$ cat src/rtl/tmcmp_pkg.sv
// Package: constants for the 8-bit timer compare and PWM block
package tmcmp_pkg;
  // ********************************************
  // Register offsets
  // ********************************************
  localparam logic [3:0] ADDR_CTRL_A   = 4'h0;
  localparam logic [3:0] ADDR_CTRL_B   = 4'h1;
  localparam logic [3:0] ADDR_COUNT    = 4'h2;
  localparam logic [3:0] ADDR_CMP_A    = 4'h3;
  localparam logic [3:0] ADDR_CMP_B    = 4'h4;
  localparam logic [3:0] ADDR_IRQ_MASK = 4'h5;
  localparam logic [3:0] ADDR_FLAGS    = 4'h6;
  localparam logic [3:0] ADDR_PIN_CTRL = 4'h7;
  // ********************************************
  // Field positions
  // ********************************************
  // CTRL_A: [7:6] action A, [5:4] action B, [1:0] mode low bits
  localparam int ACT_A_POS  = 6;
  localparam int ACT_B_POS  = 4;
  localparam int MODE_LO_POS = 0;
  // CTRL_B: [7] force A, [6] force B, [3] mode high bit, [2:0] clock source
  localparam int FORCE_A_POS = 7;
  localparam int FORCE_B_POS = 6;
  localparam int MODE_HI_POS = 3;
  localparam int CLK_SRC_POS = 0;
  // FLAGS and IRQ_MASK: [2] match B, [1] match A, [0] overflow
  localparam int FLG_OVF_POS = 0;
  localparam int FLG_A_POS   = 1;
  localparam int FLG_B_POS   = 2;
  // PIN_CTRL: [3] dir B, [2] dir A, [1] port B, [0] port A
  localparam int PORT_A_POS = 0;
  localparam int PORT_B_POS = 1;
  localparam int DIR_A_POS  = 2;
  localparam int DIR_B_POS  = 3;
  // ********************************************
  // Values
  // ********************************************
  localparam logic [7:0] CNT_BOTTOM = 8'h00;
  localparam logic [7:0] CNT_MAX    = 8'hff;
  localparam logic [7:0] RST_BYTE   = 8'h00;
  localparam logic [2:0] MODE_NORMAL = 3'h0;
  localparam logic [2:0] MODE_PC_MAX = 3'h1;
  localparam logic [2:0] MODE_CLEAR  = 3'h2;
  localparam logic [2:0] MODE_FP_MAX = 3'h3;
  localparam logic [2:0] MODE_PC_A   = 3'h5;
  localparam logic [2:0] MODE_FP_A   = 3'h7;
  localparam logic [1:0] ACT_NONE   = 2'h0;
  localparam logic [1:0] ACT_TOGGLE = 2'h1;
  localparam logic [1:0] ACT_CLEAR  = 2'h2;
  localparam logic [1:0] ACT_SET    = 2'h3;
  localparam logic [2:0] CLK_STOP   = 3'h0;
  localparam logic [2:0] CLK_DIRECT = 3'h1;
endpackage

$ cat src/rtl/tmcmp_core.sv
// Module: 8-bit timer with two compare channels and waveform outputs
//
// Our own choices: the address map and strobed register access.
`timescale 1ns/1ns
`default_nettype none
module tmcmp_core (
  input  wire logic       mclk,
  input  wire logic       arst_n,
  input  wire logic [3:0] reg_addr,
  input  wire logic [7:0] reg_wdata,
  input  wire logic       reg_wr,
  input  wire logic       reg_rd,
  output logic      [7:0] reg_rdata,
  input  wire logic       ext_tick,
  input  wire logic [2:0] irq_ack,
  output logic      [2:0] irq_req,
  output logic      [1:0] wave_pin_o,
  output logic      [1:0] wave_pin_oe_n
);
  // ********************************************
  // Control registers
  // ********************************************
  logic [1:0] out_action_sel_a_q;
  logic [1:0] out_action_sel_b_q;
  logic [2:0] wave_mode_sel_q;
  logic [2:0] clk_source_sel_q;
  logic [2:0] irq_mask_q;
  logic [1:0] port_val_q;
  logic [1:0] wave_pin_dir_q;
  logic [7:0] count_value_q;
  logic [7:0] compare_value_a_q;
  logic [7:0] compare_value_b_q;
  logic [7:0] cmp_buf_a_q;
  logic [7:0] cmp_buf_b_q;
  logic [2:0] flags_q;
  logic [1:0] wave_out_state_q;
  logic       count_up_q;
  logic       block_q;
  logic [2:0] tick_sync_q;
  logic       ext_lvl_q;
  logic [7:0] rdata_q;

  function automatic logic is_pwm(input logic [2:0] m);
    is_pwm = (m == tmcmp_pkg::MODE_PC_MAX) || (m == tmcmp_pkg::MODE_FP_MAX) ||
             (m == tmcmp_pkg::MODE_PC_A) || (m == tmcmp_pkg::MODE_FP_A);
  endfunction

  function automatic logic [1:0] act_result(input logic [1:0] act,
                                            input logic       cur);
    case (act)
      tmcmp_pkg::ACT_TOGGLE: act_result = {1'b1, ~cur};
      tmcmp_pkg::ACT_CLEAR:  act_result = {1'b1, 1'b0};
      tmcmp_pkg::ACT_SET:    act_result = {1'b1, 1'b1};
      default:               act_result = {1'b0, cur};
    endcase
  endfunction

  // One-cycle write strobe aimed at one register index
  function automatic logic wr_hit(input logic       stb,
                                  input logic [3:0] addr,
                                  input logic [3:0] want);
    wr_hit = stb && (addr == want);
  endfunction

  logic wr_ctrl_a;
  logic wr_mask;
  logic wr_pin;
  logic wr_ctrl_b;
  logic wr_count;
  logic wr_flags;
  logic pwm_mode;
  logic fast_mode;
  logic dual_mode;
  logic top_is_a;
  logic ext_rise;
  logic tick;
  logic [7:0] top_val;
  logic at_top;
  logic at_bottom;
  logic [1:0] match;
  logic [1:0] force_hit;

  assign wr_ctrl_a = wr_hit(reg_wr, reg_addr, tmcmp_pkg::ADDR_CTRL_A);
  assign wr_ctrl_b = wr_hit(reg_wr, reg_addr, tmcmp_pkg::ADDR_CTRL_B);
  assign wr_count  = wr_hit(reg_wr, reg_addr, tmcmp_pkg::ADDR_COUNT);
  assign wr_flags  = wr_hit(reg_wr, reg_addr, tmcmp_pkg::ADDR_FLAGS);
  assign wr_mask   = wr_hit(reg_wr, reg_addr, tmcmp_pkg::ADDR_IRQ_MASK);
  assign wr_pin    = wr_hit(reg_wr, reg_addr, tmcmp_pkg::ADDR_PIN_CTRL);
  assign pwm_mode  = is_pwm(wave_mode_sel_q);
  assign fast_mode = (wave_mode_sel_q == tmcmp_pkg::MODE_FP_MAX) ||
                     (wave_mode_sel_q == tmcmp_pkg::MODE_FP_A);
  assign dual_mode = pwm_mode && !fast_mode;
  assign top_is_a  = (wave_mode_sel_q == tmcmp_pkg::MODE_CLEAR) ||
                     (wave_mode_sel_q == tmcmp_pkg::MODE_PC_A) ||
                     (wave_mode_sel_q == tmcmp_pkg::MODE_FP_A);
  assign top_val   = top_is_a ? compare_value_a_q : tmcmp_pkg::CNT_MAX;
  assign at_top    = (count_value_q == top_val);
  assign at_bottom = (count_value_q == tmcmp_pkg::CNT_BOTTOM);

  // ********************************************
  // Timer tick
  // ********************************************
  // External source passes three stages before it is trusted
  always_ff @(posedge mclk or negedge arst_n) begin
    if (!arst_n) begin
      tick_sync_q <= 3'h0;
    end else begin
      tick_sync_q <= {tick_sync_q[1:0], ext_tick};
    end
  end
  // Level taken only once stages two and three agree; filters short glitches
  always_ff @(posedge mclk or negedge arst_n) begin
    if (!arst_n) begin
      ext_lvl_q <= 1'b0;
    end else if (tick_sync_q[1] == tick_sync_q[2]) begin
      ext_lvl_q <= tick_sync_q[2];
    end
  end
  assign ext_rise = tick_sync_q[1] && tick_sync_q[2] && !ext_lvl_q;

  // Prescaler is outside; nonzero other than direct means external rising edge
  always_comb begin
    case (clk_source_sel_q)
      tmcmp_pkg::CLK_STOP:   tick = 1'b0;
      tmcmp_pkg::CLK_DIRECT: tick = 1'b1;
      default:               tick = ext_rise;
    endcase
  end

  // ********************************************
  // Comparator
  // ********************************************
  assign match[0] = (count_value_q == compare_value_a_q) && !block_q;
  assign match[1] = (count_value_q == compare_value_b_q) && !block_q;

  // Blocking lasts until the next tick, even with the clock stopped
  always_ff @(posedge mclk or negedge arst_n) begin
    if (!arst_n) begin
      block_q <= 1'b0;
    end else if (wr_count) begin
      block_q <= 1'b1;
    end else if (tick) begin
      block_q <= 1'b0;
    end
  end

  // ********************************************
  // Counter
  // ********************************************
  always_ff @(posedge mclk or negedge arst_n) begin
    if (!arst_n) begin
      count_value_q <= tmcmp_pkg::CNT_BOTTOM;
      count_up_q    <= 1'b1;
    end else if (wr_count) begin
      count_value_q <= reg_wdata;
    end else if (tick) begin
      if (dual_mode) begin
        if (count_up_q && at_top) begin
          count_up_q    <= 1'b0;
          count_value_q <= count_value_q - 8'h01;
        end else if (!count_up_q && at_bottom) begin
          count_up_q    <= 1'b1;
          count_value_q <= count_value_q + 8'h01;
        end else begin
          count_value_q <= count_up_q ? count_value_q + 8'h01 : count_value_q - 8'h01;
        end
      end else if (top_is_a && at_top) begin
        count_up_q    <= 1'b1;
        count_value_q <= tmcmp_pkg::CNT_BOTTOM;
      end else begin
        count_up_q    <= 1'b1;
        count_value_q <= count_value_q + 8'h01;
      end
    end
  end

  // ********************************************
  // Compare registers
  // ********************************************
  generate
    for (genvar ch = 0; ch < 2; ch++) begin : g_cmp
      logic [3:0] addr_c;
      logic       wr_c;
      logic       load_c;
      logic [7:0] buf_c;
      assign addr_c = (ch == 0) ? tmcmp_pkg::ADDR_CMP_A : tmcmp_pkg::ADDR_CMP_B;
      assign wr_c   = wr_hit(reg_wr, reg_addr, addr_c);
      assign buf_c  = (ch == 0) ? cmp_buf_a_q : cmp_buf_b_q;
      // Fast modes load at top, dual-slope at top; both avoid odd pulses
      assign load_c = tick && (fast_mode ? at_top : (count_up_q && at_top));
      if (ch == 0) begin : g_a
        always_ff @(posedge mclk or negedge arst_n) begin
          if (!arst_n) begin
            compare_value_a_q <= tmcmp_pkg::RST_BYTE;
            cmp_buf_a_q       <= tmcmp_pkg::RST_BYTE;
          end else begin
            if (wr_c) begin
              cmp_buf_a_q <= reg_wdata;
            end
            if (wr_c && !pwm_mode) begin
              compare_value_a_q <= reg_wdata;
            end else if (pwm_mode && load_c) begin
              compare_value_a_q <= buf_c;
            end
          end
        end
      end else begin : g_b
        always_ff @(posedge mclk or negedge arst_n) begin
          if (!arst_n) begin
            compare_value_b_q <= tmcmp_pkg::RST_BYTE;
            cmp_buf_b_q       <= tmcmp_pkg::RST_BYTE;
          end else begin
            if (wr_c) begin
              cmp_buf_b_q <= reg_wdata;
            end
            if (wr_c && !pwm_mode) begin
              compare_value_b_q <= reg_wdata;
            end else if (pwm_mode && load_c) begin
              compare_value_b_q <= buf_c;
            end
          end
        end
      end
    end
  endgenerate

  // ********************************************
  // Control and pin registers
  // ********************************************
  always_ff @(posedge mclk or negedge arst_n) begin
    if (!arst_n) begin
      out_action_sel_a_q <= tmcmp_pkg::ACT_NONE;
      out_action_sel_b_q <= tmcmp_pkg::ACT_NONE;
      wave_mode_sel_q    <= tmcmp_pkg::MODE_NORMAL;
      clk_source_sel_q   <= tmcmp_pkg::CLK_STOP;
      irq_mask_q         <= 3'h0;
      port_val_q         <= 2'h0;
      wave_pin_dir_q     <= 2'h0;
    end else begin
      if (wr_ctrl_a) begin
        out_action_sel_a_q <= reg_wdata[tmcmp_pkg::ACT_A_POS +: 2];
        out_action_sel_b_q <= reg_wdata[tmcmp_pkg::ACT_B_POS +: 2];
        wave_mode_sel_q[1:0] <= reg_wdata[tmcmp_pkg::MODE_LO_POS +: 2];
      end
      if (wr_ctrl_b) begin
        wave_mode_sel_q[2] <= reg_wdata[tmcmp_pkg::MODE_HI_POS];
        clk_source_sel_q   <= reg_wdata[tmcmp_pkg::CLK_SRC_POS +: 3];
      end
      if (wr_mask) begin
        irq_mask_q <= reg_wdata[2:0];
      end
      if (wr_pin) begin
        port_val_q     <= {reg_wdata[tmcmp_pkg::PORT_B_POS], reg_wdata[tmcmp_pkg::PORT_A_POS]};
        wave_pin_dir_q <= {reg_wdata[tmcmp_pkg::DIR_B_POS], reg_wdata[tmcmp_pkg::DIR_A_POS]};
      end
    end
  end

  // ********************************************
  // Flags
  // ********************************************
  logic [2:0] flag_set;
  logic [2:0] flag_clr;
  assign flag_set[tmcmp_pkg::FLG_OVF_POS] = tick && !wr_count && !dual_mode &&
                                            (count_value_q == tmcmp_pkg::CNT_MAX) &&
                                            !(top_is_a && at_top);
  assign flag_set[tmcmp_pkg::FLG_A_POS] = tick && match[0];
  assign flag_set[tmcmp_pkg::FLG_B_POS] = tick && match[1];
  assign flag_clr = (wr_flags ? reg_wdata[2:0] : 3'h0) | irq_ack;

  // Set beats a same-cycle clear so no event is lost
  always_ff @(posedge mclk or negedge arst_n) begin
    if (!arst_n) begin
      flags_q <= 3'h0;
    end else begin
      flags_q <= flag_set | (flags_q & ~flag_clr);
    end
  end
  assign irq_req = flags_q & irq_mask_q;

  // ********************************************
  // Waveform output
  // ********************************************
  generate
    for (genvar ch = 0; ch < 2; ch++) begin : g_wave
      logic [1:0] act_c;
      logic       hit_c;
      logic       frc_c;
      logic [1:0] res_c;
      logic       pwm_val_c;
      assign act_c = (ch == 0) ? out_action_sel_a_q : out_action_sel_b_q;
      assign frc_c = wr_ctrl_b && !pwm_mode &&
                     reg_wdata[(ch == 0) ? tmcmp_pkg::FORCE_A_POS : tmcmp_pkg::FORCE_B_POS];
      assign force_hit[ch] = frc_c;
      assign hit_c = tick && match[ch];
      assign res_c = act_result(act_c, wave_out_state_q[ch]);
      // Non-inverting clears on up match, sets on down match or at top in fast modes
      assign pwm_val_c = (act_c == tmcmp_pkg::ACT_SET) ^
                         (fast_mode ? 1'b0 : !count_up_q);
      always_ff @(posedge mclk or negedge arst_n) begin
        if (!arst_n) begin
          wave_out_state_q[ch] <= 1'b0;
        end else if (pwm_mode && act_c[1]) begin
          if (hit_c) begin
            wave_out_state_q[ch] <= pwm_val_c;
          end else if (fast_mode && tick && at_top) begin
            wave_out_state_q[ch] <= !(act_c == tmcmp_pkg::ACT_SET);
          end
        end else if ((hit_c || force_hit[ch]) && res_c[1]) begin
          wave_out_state_q[ch] <= res_c[0];
        end
      end
      assign wave_pin_o[ch] = (act_c != tmcmp_pkg::ACT_NONE) ?
                              wave_out_state_q[ch] : port_val_q[ch];
      assign wave_pin_oe_n[ch] = !wave_pin_dir_q[ch];
    end
  endgenerate

  // ********************************************
  // Read port
  // ********************************************
  // Idle cycles read zero so stale data never lingers
  always_ff @(posedge mclk or negedge arst_n) begin
    if (!arst_n) begin
      rdata_q <= 8'h00;
    end else if (reg_rd) begin
      case (reg_addr)
        tmcmp_pkg::ADDR_CTRL_A:   rdata_q <= {out_action_sel_a_q, out_action_sel_b_q,
                                              2'h0, wave_mode_sel_q[1:0]};
        tmcmp_pkg::ADDR_CTRL_B:   rdata_q <= {4'h0, wave_mode_sel_q[2], clk_source_sel_q};
        tmcmp_pkg::ADDR_COUNT:    rdata_q <= count_value_q;
        tmcmp_pkg::ADDR_CMP_A:    rdata_q <= pwm_mode ? cmp_buf_a_q : compare_value_a_q;
        tmcmp_pkg::ADDR_CMP_B:    rdata_q <= pwm_mode ? cmp_buf_b_q : compare_value_b_q;
        tmcmp_pkg::ADDR_IRQ_MASK: rdata_q <= {5'h00, irq_mask_q};
        tmcmp_pkg::ADDR_FLAGS:    rdata_q <= {5'h00, flags_q};
        tmcmp_pkg::ADDR_PIN_CTRL: rdata_q <= {4'h0, wave_pin_dir_q, port_val_q};
        default:                  rdata_q <= 8'h00;
      endcase
    end else begin
      rdata_q <= 8'h00;
    end
  end
  assign reg_rdata = rdata_q;

endmodule
`default_nettype wire

$ cat config.mk
export PLATFORM = sky130hd
export DESIGN_NAME = tmcmp_core
export DESIGN_NICKNAME = d
export VERILOG_FILES = /design/src/rtl/tmcmp_pkg.sv /design/src/rtl/tmcmp_core.sv
export SDC_FILE = /design/constraint.sdc
export NUM_CORES = 1
export LEC_CHECK = 0
export BUFFER_PORTS_ARGS = -buffer_cell sky130_fd_sc_hd__buf_4
export CAP_MARGIN = 20
export CORE_ASPECT_RATIO = 0.6
export CORE_MARGIN = 5
export CORE_UTILIZATION = 40
export DETAILED_ROUTE_END_ITERATION = 8
export GPL_TIMING_DRIVEN = 1
export HOLD_SLACK_MARGIN = 0.08
export SLEW_MARGIN = 10
export SYNTH_ARGS = -nofsm -noshare
export SYNTH_HDL_FRONTEND = slang
export SYNTH_SLANG_ARGS = --single-unit
$ cat constraint.sdc
create_clock -name mclk -period 2.8 [get_ports mclk]
set_input_delay 0.42 -clock mclk [delete_from_list [all_inputs] [get_ports mclk]]
set_output_delay 0.42 -clock mclk [all_outputs]
set_load 0.02 [all_outputs]
### Word level (Yosys, flattened, before mapping)

Index checks and enable logic that the tools add are counted.

| word-level totals | value |
|---|---|
| flip-flop bits (word level) | 76 |
| output and inout bits | 15 |
| word-level logic and storage cells | 167 |

| cells by class | value |
|---|---|
| $add $sub $neg | 2 |
| equal/unequal tests | 27 |
| muxes and demuxes | 37 |
| bitwise gates (word level) | 10 |
| reduce and logical (&&, ||, !) cells | 70 |

Operator list:

| kind | count |
|---|---|
| $mux W8 | 15 |
| $pmux W8 S8 | 1 |
| $logic_and A1 B1 Y1 | 35 |
| $eq A8 B8 Y1 | 3 |
| $mux W1 | 17 |
| $eq A4 B3 Y1 const B | 4 |
| $reduce_bool A2 Y1 | 7 |
| $logic_not A1 Y1 | 12 |
| $pmux W2 S3 | 2 |
| $reduce_and A3 Y1 | 3 |
| $add A8 B1 Y8 const B | 1 |
| $eq A2 B2 Y1 const B | 4 |
| $eq A4 B2 Y1 const B | 2 |
| $eq A8 B8 Y1 const B | 1 |
| $logic_not A8 Y1 | 1 |
| $logic_or A1 B1 Y1 | 8 |
| $reduce_bool A4 Y1 | 2 |
| $sub A8 B1 Y8 const B | 1 |
| $and A3 B3 Y3 | 2 |
| $eq A3 B1 Y1 const B | 2 |
| $eq A3 B2 Y1 const B | 2 |
| $eq A3 B3 Y1 const B | 2 |
| $or A3 B3 Y3 | 2 |
| $eq A2 B1 Y1 const B | 2 |
| other kinds (12) | 15 |

### Logic depth before layout (Yosys ltp)

Gate-level depths: netlist (run 1).

| logic depth | value |
|---|---|
| depth in word-level cells | 11 |
| mapped depth | 9 |
| gate-level depth less buffers | 8 |

### Least setup slack after synthesis (run 1)

Ideal clock, no wire load.

| timing path | value |
|---|---|
| path kind | register -> register |
| start | reg wave_mode_sel_q[1] |
| end | reg count_value_q[5] |
| library setup time | 118 ps |
| arrival time | 2082 ps |
| data required time | 2682 ps |
| path slack | 600 ps |
| cell stages (with the launch flop) | 9 |
| path buffers | 1 |
| path through | dfrtp_1 -> buf_2 -> nor3b_1 -> a2111oi_2 -> a311oi_1 -> nor4_4 -> mux2i_1 -> o22ai_1 -> a21o_1 |

| on the way | value |
|---|---|
| cells in the longest elaborated chain, start to end | 10 |
| elaborated cells between the ends (all ways) | 22 |

Ends and longest elaborated chain:

| what | RTL line | text |
|---|---|---|
| from (decl) | tmcmp_core.sv:25 | `logic [2:0] wave_mode_sel_q;` |
| from (signal assigned) | tmcmp_core.sv:234 | `wave_mode_sel_q <= tmcmp_pkg::MODE_NORMAL;` |
| from (signal assigned) | tmcmp_core.sv:243 | `wave_mode_sel_q[1:0] <= reg_wdata[tmcmp_pkg::MODE_LO_POS +: 2];` |
| $eq A3 B2 Y1 or $eq A3 B3 Y1 (tied branches) | tmcmp_core.sv:93, tmcmp_core.sv:45, tmcmp_core.sv:94 |  |
| $logic_or A1 B1 Y1 | tmcmp_core.sv:93 | `assign top_is_a = (wave_mode_sel_q == tmcmp_pkg::MODE_CLEAR) \|\|` |
| $logic_or A1 B1 Y1 | tmcmp_core.sv:94 | `(wave_mode_sel_q == tmcmp_pkg::MODE_PC_A) \|\|` |
| $mux W8 | tmcmp_core.sv:96 | `assign top_val = top_is_a ? compare_value_a_q : tmcmp_pkg::CNT_MAX;` |
| $eq A8 B8 Y1 | tmcmp_core.sv:97 | `assign at_top = (count_value_q == top_val);` |
| $logic_and A1 B1 Y1 (on tied branches) | tmcmp_core.sv:167, tmcmp_core.sv:158 |  |
| $mux W8 (on tied branches) | tmcmp_core.sv:167, tmcmp_core.sv:158 |  |
| $mux W8 * | tmcmp_core.sv:157 | `if (dual_mode) begin` |
| $mux W8 * | tmcmp_core.sv:156 | `end else if (tick) begin` |
| $mux W8 * | tmcmp_core.sv:154 | `end else if (wr_count) begin` |
| to (signal assigned) | tmcmp_core.sv:155 | `count_value_q <= reg_wdata;` |
| to (signal assigned) | tmcmp_core.sv:160 | `count_value_q <= count_value_q - 8'h01;` |
| to (signal assigned) | tmcmp_core.sv:169 | `count_value_q <= tmcmp_pkg::CNT_BOTTOM;` |
| to (decl) | tmcmp_core.sv:30 | `logic [7:0] count_value_q;` |

Every way passes the cells marked *; elsewhere a longest branch is shown, timed or not. The select of a mux whose other input is x is not followed.
A chain may end at the register's enable or synchronous reset.

### Worst setup path in the final report (run 1)

| timing path | value |
|---|---|
| start | reg count_value_q[3] |
| end | reg count_value_q[4] |

| on the way | value |
|---|---|
| cells in the longest elaborated chain, start to end | 7 |
| elaborated cells between the ends (all ways) | 14 |

Ends and longest elaborated chain:

| what | RTL line | text |
|---|---|---|
| from (signal assigned) | tmcmp_core.sv:152 | `count_value_q <= tmcmp_pkg::CNT_BOTTOM;` |
| from (signal assigned) | tmcmp_core.sv:155 |  |
| from (signal assigned) | tmcmp_core.sv:160 |  |
| $sub A8 B1 Y8, or another cell as far along | tmcmp_core.sv:160, tmcmp_core.sv:165 |  |
| $mux W8 or $logic_and A1 B1 Y1 (tied branches) | tmcmp_core.sv:165, tmcmp_core.sv:161 |  |
| $mux W8 | tmcmp_core.sv:161 | `end else if (!count_up_q && at_bottom) begin` |
| $mux W8 | tmcmp_core.sv:158 | `if (count_up_q && at_top) begin` |
| $mux W8 * | tmcmp_core.sv:157 |  |
| $mux W8 * | tmcmp_core.sv:156 |  |
| $mux W8 * | tmcmp_core.sv:154 |  |

Marks and branches as above.

==> results.cfg, run 1 <==
[status]
status = finished, final reports clean

[worst_hold_path]
min_from = ext_tick
hold_end = tick_sync_q[0]
min_path_cells = 1
hold_path_class = primary input to flip-flop

[floorplan]
die_w_um = 144.2
dieArea_um2 = 13050
num_rows = 29
initial_core_util = 0.4092
die_h_um = 90.50
io_pins = 35
core_area_um2 = 10560

[logic_synthesis]
synth_top_cell_area_share = 0.4344
synth_area_um2 = 4320
ys_warn_count = 0
synth_fp_nets = 447
syn_area_per_cell_um2 = 10.21
synth-edff-count = 0
ys_types = 61
synthCells = 423
yosysTopAreaCell = dfrtp_1
synth_ff_type = dfrtp_1
synth_seq_area_share = 0.4405
ys_seq_elements = 76
async_flop_share = 1.000
synth.area.top_cells = dfrtp_1 (43%), mux2_2 (10%), mux2i_1 (6.0%)

[placement]
dp.cells = 588
hpwlAfterDp_um = 9627
io_buffers = 34
gp_congestion = 0.9761

[worst_setup_path]
rr_endpoint = count_value_q[4]
cp_top_family = compound AO/OA/AOI/OAI gates
path_max_fanout = 10
worstRegToRegCells = 7
critical_path_class = flip-flop to flip-flop
rr_startpoint = count_value_q[3]
worstPathArrival_ps = 2820
critPathCaptureType = flip-flop
path_cells = inv_2 -> a22o_1 -> o41a_1 -> nor4_4 -> a2bb2oi_1 -> mux2i_1 -> nand2_1
cp_num_buf_inv = 1
cp_slowest_cell = dfrtp_1
start_kind = flip-flop
rrSetupSlack_ps = 210
slowest_delay_ps = 580
cp.required_ps = 3030

[clock_network]
clock_sinks = 76
htree_levels = 3
root_buffer = clkbuf_16
cts-buffers-inserted = 9
cts_tree = yes
post-cts-setup-buffers = 0
path_clk_slew_ps = 70
clock_latency_ps = 350
clock_path_buffers = 2

[detailed_routing]
vias = 3601
wl_um = 13430
route.detailed.drc = 0
avgViaCountPerCell = 5.942
wl_per_cell_um = 22.16
drtAntennaViolNets = 0
drt_iter0_markers = 399
drt_pass1_iterations = 7

[layout]
nNetsFinal = 486
layout_common_cells = dfrtp_1 (75), buf_4 (50), mux2_2 (40)
fin_cells = 606
area_delta_synth_final_pct = 17.93
diodes = 0
final_common_cell = dfrtp_1
fin_util = 0.4825
multi_input_area_um2 = 2252
fill_cells = 1011
drive_gt1_frac = 0.2527
ff_latch_area_um2 = 1903

[sta]
finalSetupViolCount = 0
relSlewSlack = 0.5392
finalHoldViolCount = 0
rsz0062_at_grt = no
fmax_mhz = 386.5
tns_ps = 0
fin_skew_ps = 7.377
worst_slew_pin_slew_ps = 688.6
final.period_utilization = 0.9240
finalMaxSlewViolations = 0
hold_slack_ps = 174.8
period_needed_ps = 2587

[global_routing]
grt_max_degree = 77
track_usage = 0.2134
overflow = 0
grt_pass1_wl_um = 21150
antenna_found_initial = 0
grt_pass1_vias = 3504

[power]
power_density_nw_per_um2 = 815.7
leakage_nw = 2.274
power_w = 0.004156
ir_worst_vdd_mv = 0.3680

[job]
maxCapViolCount = 0
[synthesized netlist by cell type, types with 8 or more instances]
| cell | count |
|---|---|
| inv_1 | 10 |
| a22oi_1 | 8 |
| o21ai_0 | 20 |
| a221oi_1 | 17 |
| xor2_1 | 9 |
| nand2_1 | 34 |
| mux2_2 | 40 |
| dfrtp_1 | 75 |
| nor3_1 | 12 |
| nand2b_1 | 11 |
| a21oi_1 | 12 |
| clkbuf_1 | 13 |
| nor2_1 | 33 |
| mux2i_1 | 26 |
[worst max path at each step]
stage                       start               end  cells past startpoint
2_1_floorplan  wave_mode_sel_q[1]  count_value_q[5]                      8
4_1_cts          count_value_q[3]  count_value_q[5]                      7
6_report         count_value_q[3]  count_value_q[4]                      7
3_3_place_gp     count_value_q[3]  count_value_q[4]                      7
5_1_grt          count_value_q[3]  count_value_q[7]                      7
3_5_place_dp     count_value_q[3]  count_value_q[5]                      7
[cell type report]
| type | instances | area share |
|---|---|---|
| multi-input cells | 309 | 0.4420 |
| flip-flops and latches | 76 | 0.3735 |
| repair buffers | 52 | 0.08104 |
| clock buffers | 10 | 0.04494 |
| well taps | 139 | 0.03414 |
| clock inverters | 6 | 0.01400 |
| inverters | 14 | 0.01031 |
[registers in the layout, summed over array words and instances (netlist names)]
signal	count
block_q	1
clk_source_sel_q	3
cmp_buf_a_q	8
cmp_buf_b_q	8
compare_value_a_q	8
compare_value_b_q	8
count_up_q	1
count_value_q	8
ext_lvl_q	1
flags_q	3
g_wave.act_c	4
irq_mask_q	3
port_val_q	2
reg_rdata	8
tick_sync_q	3
wave_mode_sel_q	3
wave_out_state_q	2
wave_pin_dir_q	2
[routing by layer]
metal / up-vias / global-route usage / part of all wire
met1: 1790 / 0.3423 / 0.51
met4: 0 / 0.04891 / 0.013
li1: 1635 / - / -
met2: 154 / 0.2748 / 0.39
met5: - / 0 / 0
met3: 22 / 0.06296 / 0.087
[stage by stage]
stage	cell area, µm²	setup WS [ps]
after floorplan	4320	600.4
after CTS	5057	274.8
after detailed placement	4757	295.6
final	5095	212.7
after global routing	5095	76.25
after global placement	4757	321.4
[kinds of logic (layout without fill, tap and decap cells)]
| group | count (synthesis) | in the layout | synth area share |
|---|---|---|---|
| and+or+nand+nor | 130 | 130 | 0.1575 |
| muxes | 66 | 66 | 0.1645 |
| AOI/OAI and AO/OA | 94 | 94 | 0.1573 |
| xor gates and xnor gates | 15 | 15 | 0.03041 |
| DFF | 76 | 76 | 0.4405 |
| buffers and inverters | 38 | 82 | 0.03823 |
| adders and majority gates | 4 | 4 | 0.01158 |
[report_power, final]
part	total (W)	internal [W]	switching, W
registers	0.00171	0.00135	0.000364
clock network	0.00121	0.000699	0.000509
logic	0.00124	0.000562	0.000673
[timing repair]
action                                 CTS  global route
endpoints found under the hold margin    0            11
hold buffers                             0             1
resized for setup                        0             0
Power figures use the tool's default switching activity.
==> run 2: changes to the inputs <==
REMOVE_ABC_BUFFERS = 1   (was default)
==> run 2 against run 1 <==
- sequential cell count unchanged
- worst setup slack worse by 88 ps
- combinational power up 6%
- routed wire length up 0.47%
- hold slack worse by 97 ps
- highest routed layer unchanged
- cell area up 1.2%
- core utilization up 0.58 points
- sequential share of layout area down 0.44 points
- via count up 2.9%
- maximum frequency down 3.3%
- first-iteration DRC count up 8.0%
- non-clock buffer count up 3
- critical endpoint unchanged
==> results.cfg, run 2 (synthesis results as in run 1) <==
[detailed_routing]
avgViaCountPerCell = 6.087
drt_iter0_markers = 431
drtAntennaViolNets = 0
wl_um = 13490
vias = 3707
route.detailed.drc = 0
drt_pass1_iterations = 5
wl_per_cell_um = 22.15

[layout]
drive_gt1_frac = 0.2596
layout_common_cells = dfrtp_1 (75), buf_4 (54), mux2_2 (40)
fin_util = 0.4883
fin_cells = 609
area_delta_synth_final_pct = 19.35
final_common_cell = dfrtp_1
nNetsFinal = 489
diodes = 0

[worst_setup_path]
rrSetupSlack_ps = 120
start_kind = flip-flop
cp_top_family = compound AO/OA/AOI/OAI gates
path_cells = inv_2 -> a22o_1 -> o41a_1 -> nor4_4 -> buf_4 -> a2bb2oi_1 -> mux2i_1 -> nand2_1
cp.required_ps = 3010
critical_path_class = flip-flop to flip-flop
cp_slowest_cell = dfrtp_1
worstPathArrival_ps = 2890
slowest_delay_ps = 600
cp_num_buf_inv = 2
critPathCaptureType = flip-flop
path_max_fanout = 10

[clock_network]
ctsHoldBuffers = 0
cts_tree = yes
htree_levels = 3
clock_path_buffers = 2
root_buffer = clkbuf_16
cts-buffers-inserted = 9
post-cts-setup-buffers = 0
path_clk_slew_ps = 60
clock_latency_ps = 330
clock_sinks = 76
cts-resized-gates = 0

[power]
ir_worst_vdd_mv = 0.4743
power_w = 0.004369
power_density_nw_per_um2 = 847.3
leakage_nw = 2.307

[global_routing]
grt_pass1_wl_um = 21200
overflow = 0
grt_max_degree = 40
antenna_found_initial = 0
track_usage = 0.2128
grt_pass1_vias = 3572

[placement]
hpwlAfterDp_um = 9857
io_buffers = 34
gp_congestion = 0.9162
pre_cts_slack_ps = 222.8
dp.cells = 591

[sta]
finalMaxSlewViolations = 0
final.period_utilization = 0.9556
rsz0062_at_grt = no
period_needed_ps = 2676
fin_skew_ps = 7.884
tns_ps = 0
finalSetupViolCount = 0
worst_slew_pin_slew_ps = 794.5
fmax_mhz = 373.8
fin_ws_ps = 124.4
relSlewSlack = 0.4663
finalHoldViolCount = 0

[floorplan]
die_h_um = 90.50
dieArea_um2 = 13050
initial_core_util = 0.4092
io_pins = 35
core_area_um2 = 10560
num_rows = 29
die_w_um = 144.2

[job]
maxCapViolCount = 0

[worst_hold_path]
hold_path_class = primary input to async pin

[status]
status = finished, final reports clean
[run 2: cell types whose count changed in the layout (fill, tap and decap cells not counted)]
cell           change
inv_6              -1
clkinv_4           -1
buf_16             -1
buf_4              +4
buf_12             +1
bufinv_16          +2
dlygate4sd3_1      -1
clkbuf_8           +1
clkinvlp_4         -1
[run 2: through the flow]
| stage | hold WS [ps] | instance area (µm²) |
|---|---|---|
| after floorplan | 124.4 | 4208 |
| after global placement | 334.7 | 4780 |
| after detailed placement | 351.7 | 4780 |
| after CTS | 88.89 | 5129 |
| after global routing | 113.8 | 5156 |
| final | 77.81 | 5156 |
[run 2: layout make-up]
class / count / area [µm²]
Inverter: 14 / 52.55
Timing Repair Buffer: 55 / 425.4
Clock inverter: 5 / 106.4
Tap cell: 139 / 173.9
Multi-Input combinational cell: 309 / 2252
Clock buffer: 11 / 242.7
Sequential cell: 76 / 1903
Fill cell: 997 / 5403
[run 2: where the power goes]
part / total, W / switching, W / internal, W / leakage [nW]
sequential: 0.00169 / 0.000337 / 0.00135 / 0.942
clock: 0.00136 / 0.000462 / 0.000899 / 0.166
combinational: 0.00132 / 0.000732 / 0.000590 / 1.20
total: 0.00437 / 0.00153 / 0.00284 / 2.31
[run 2: worst register-to-register path, stage by stage (launching register included)]
cell       delay [ps]
dfrtp_1           600
inv_2             140
a22o_1            270
o41a_1            470
nor4_4            260
buf_4             220
a2bb2oi_1         290
mux2i_1           230
nand2_1            60
[run 2: per-layer routing]
layer | part of all wire | track usage | wire length, µm
met2 | 0.40 | 0.2806 | 5443
met1 | 0.49 | 0.3441 | 6638
met5 | 0 | 0 | 0
met3 | 0.097 | 0.06190 | 1309
met4 | 0.0074 | 0.03028 | 100
[run 2: worst paths after layout]
path | startpoint | to | cells past startpoint
worst max register to register | count_value_q[2] | count_value_q[4] | 8
min in group mclk | ext_tick | tick_sync_q[0] | 1
worst min register to register | tick_sync_q[0] | tick_sync_q[1] | 0
worst min-delay path | arst_n | flags_q[2] | 1
worst max-delay path | count_value_q[2] | count_value_q[4] | 8
max in group asynchronous | arst_n | tick_sync_q[1] | 2
==> run 3: changes to the inputs <==
PLACE_DENSITY = 0.54   (was default)
==> run 3 against run 2 <==
- core utilization is 0.51 points lower
- maximum frequency decreased by 0.58%
- cell area decreased by 1.0%
- worst setup slack worse by 16 ps
- register-to-register slack worse by 20 ps
- critical path depth did not move
- first-iteration DRC count is 29% lower
- sequential cell count unchanged
- die area unchanged
- sequential share of layout area rose by 0.39 points
- non-clock buffer count fell by 2
- critical endpoint is now count_value_q[5]
- largest cell class unchanged
- highest routed layer unchanged
==> results.cfg, run 3 (synthesis results as in run 1) <==
[clock_network]
clock_latency_ps = 340
root_buffer = clkbuf_16
clock_path_buffers = 2
cts_tree = yes
htree_levels = 3
cts-resized-gates = 0
cts-buffers-inserted = 9
path_clk_slew_ps = 60
clock_sinks = 76

[global_routing]
track_usage = 0.2192
overflow = 0
grt_pass1_vias = 3582
grt_pass1_wl_um = 21560
antenna_found_initial = 0
grt_max_degree = 77

[layout]
layout_common_cells = dfrtp_1 (75), buf_4 (51), mux2_2 (40)
fill_cells = 971
drive_gt1_frac = 0.2543
diodes = 0
nNetsFinal = 487
final_common_cell = dfrtp_1
fin_cells = 607
area_delta_synth_final_pct = 18.10

[worst_setup_path]
rrSetupSlack_ps = 110
worstPathArrival_ps = 2920
path_max_fanout = 10
worstRegToRegCells = 8
start_kind = flip-flop
crit_start = count_value_q[2]
critical_path_class = flip-flop to flip-flop
rr_startpoint = count_value_q[2]
cp.required_ps = 3030
critPathCaptureType = flip-flop
crit_end = count_value_q[5]
rr_endpoint = count_value_q[5]

[sta]
period_needed_ps = 2691
rsz0062_at_grt = no
final.period_utilization = 0.9611
finalSetupViolCount = 0
finalMaxSlewViolations = 0
fin_skew_ps = 5.673
fmax_mhz = 371.6
finalHoldViolCount = 0
tns_ps = 0
worst_slew_pin_slew_ps = 1036
relSlewSlack = 0.3039

[detailed_routing]
route.detailed.drc = 0
wl_um = 13710
vias = 3585
drtAntennaViolNets = 0
avgViaCountPerCell = 5.906
drt_iter0_markers = 305
wl_per_cell_um = 22.59
drt_pass1_iterations = 5

[floorplan]
io_pins = 35
die_w_um = 144.2
dieArea_um2 = 13050
num_rows = 29
core_area_um2 = 10560
initial_core_util = 0.4092
die_h_um = 90.50

[job]
maxCapViolCount = 0

[placement]
dp.cells = 588
io_buffers = 34
gp_congestion = 0.9582
hpwlAfterDp_um = 9883

[power]
ir_worst_vdd_mv = 0.4946
power_density_nw_per_um2 = 819.1
leakage_nw = 2.279

[worst_hold_path]
hold_path_class = primary input to flip-flop

[status]
status = finished, final reports clean
## run 3: cell types whose count changed in the layout (fill, tap and decap cells not counted), sizes merged
cell and change:
clkbuf -1, dlygate4sd3 +1, clkinvlp +1, inv +1, clkinv +1, bufinv -2
buf -3
## run 3: stage by stage
step                      utilization  hold slack, ps  worst slack (ps)  total power, W  instance area [µm²]
after detailed placement       0.4505           337.1             165.9        0.002962                 4757
final                          0.4832           183.2             108.8        0.004179                 5102
after CTS                      0.4790           170.9             150.2        0.004176                 5057
after global routing           0.4832           160.9             23.64        0.004417                 5102
after floorplan                     -           124.4             335.0        0.002430                 4208
after global placement         0.4505           338.9             206.5        0.002954                 4757
## run 3: worst min path at each step
stage / from / end / slack [ps] / cells past startpoint
2_1_floorplan: arst_n / block_q / 120 / 0
3_3_place_gp: tick_sync_q[0] / tick_sync_q[1] / 340 / 0
3_5_place_dp: tick_sync_q[0] / tick_sync_q[1] / 340 / 0
4_1_cts: ext_tick / tick_sync_q[0] / 170 / 1
5_1_grt: ext_tick / tick_sync_q[0] / 160 / 1
6_report: ext_tick / tick_sync_q[0] / 180 / 1
## run 3: power by group
part	switching, W	leakage [nW]	internal [W]
sequential	0.000356	0.942	0.00135
clock	0.000500	0.140	0.000699
combinational	0.000701	1.20	0.000575
total	0.00156	2.28	0.00262
## run 3: timing repair
| action | CTS | global route |
|---|---|---|
| endpoints found under the hold margin | 0 | 20 |
| setup endpoints to repair | 0 | 1 |
| hold buffers | 0 | 1 |
| setup buffers | 0 | 1 |
## run 3: layout make-up
class / instances / area (µm²) / area share
inverter: 14 / 52.55 / 0.01030
sequential: 76 / 1903 / 0.3730
tap: 139 / 173.9 / 0.03409
multi-input combinational: 309 / 2252 / 0.4414
timing repair buffer: 53 / 420.4 / 0.08239
clock inverter: 6 / 71.32 / 0.01398
clock buffer: 10 / 229.0 / 0.04488
## run 3: worst max-delay path, stage by stage (launching register included)
cell     delay [ps]
dfrtp_1         620
inv_2           150
a22o_1          290
o41a_1          470
nor4_4          270
buf_4           210
mux2i_1         260
o22ai_1         110
a21o_1          200
## run 3: layer usage
metal	vias up	part of all wire	global-route usage
met1	1796	0.50	0.3397
met5	-	0	0
li1	1641	-	-
met4	0	0.010	0.04658
met3	14	0.076	0.07249
met2	134	0.41	0.2926
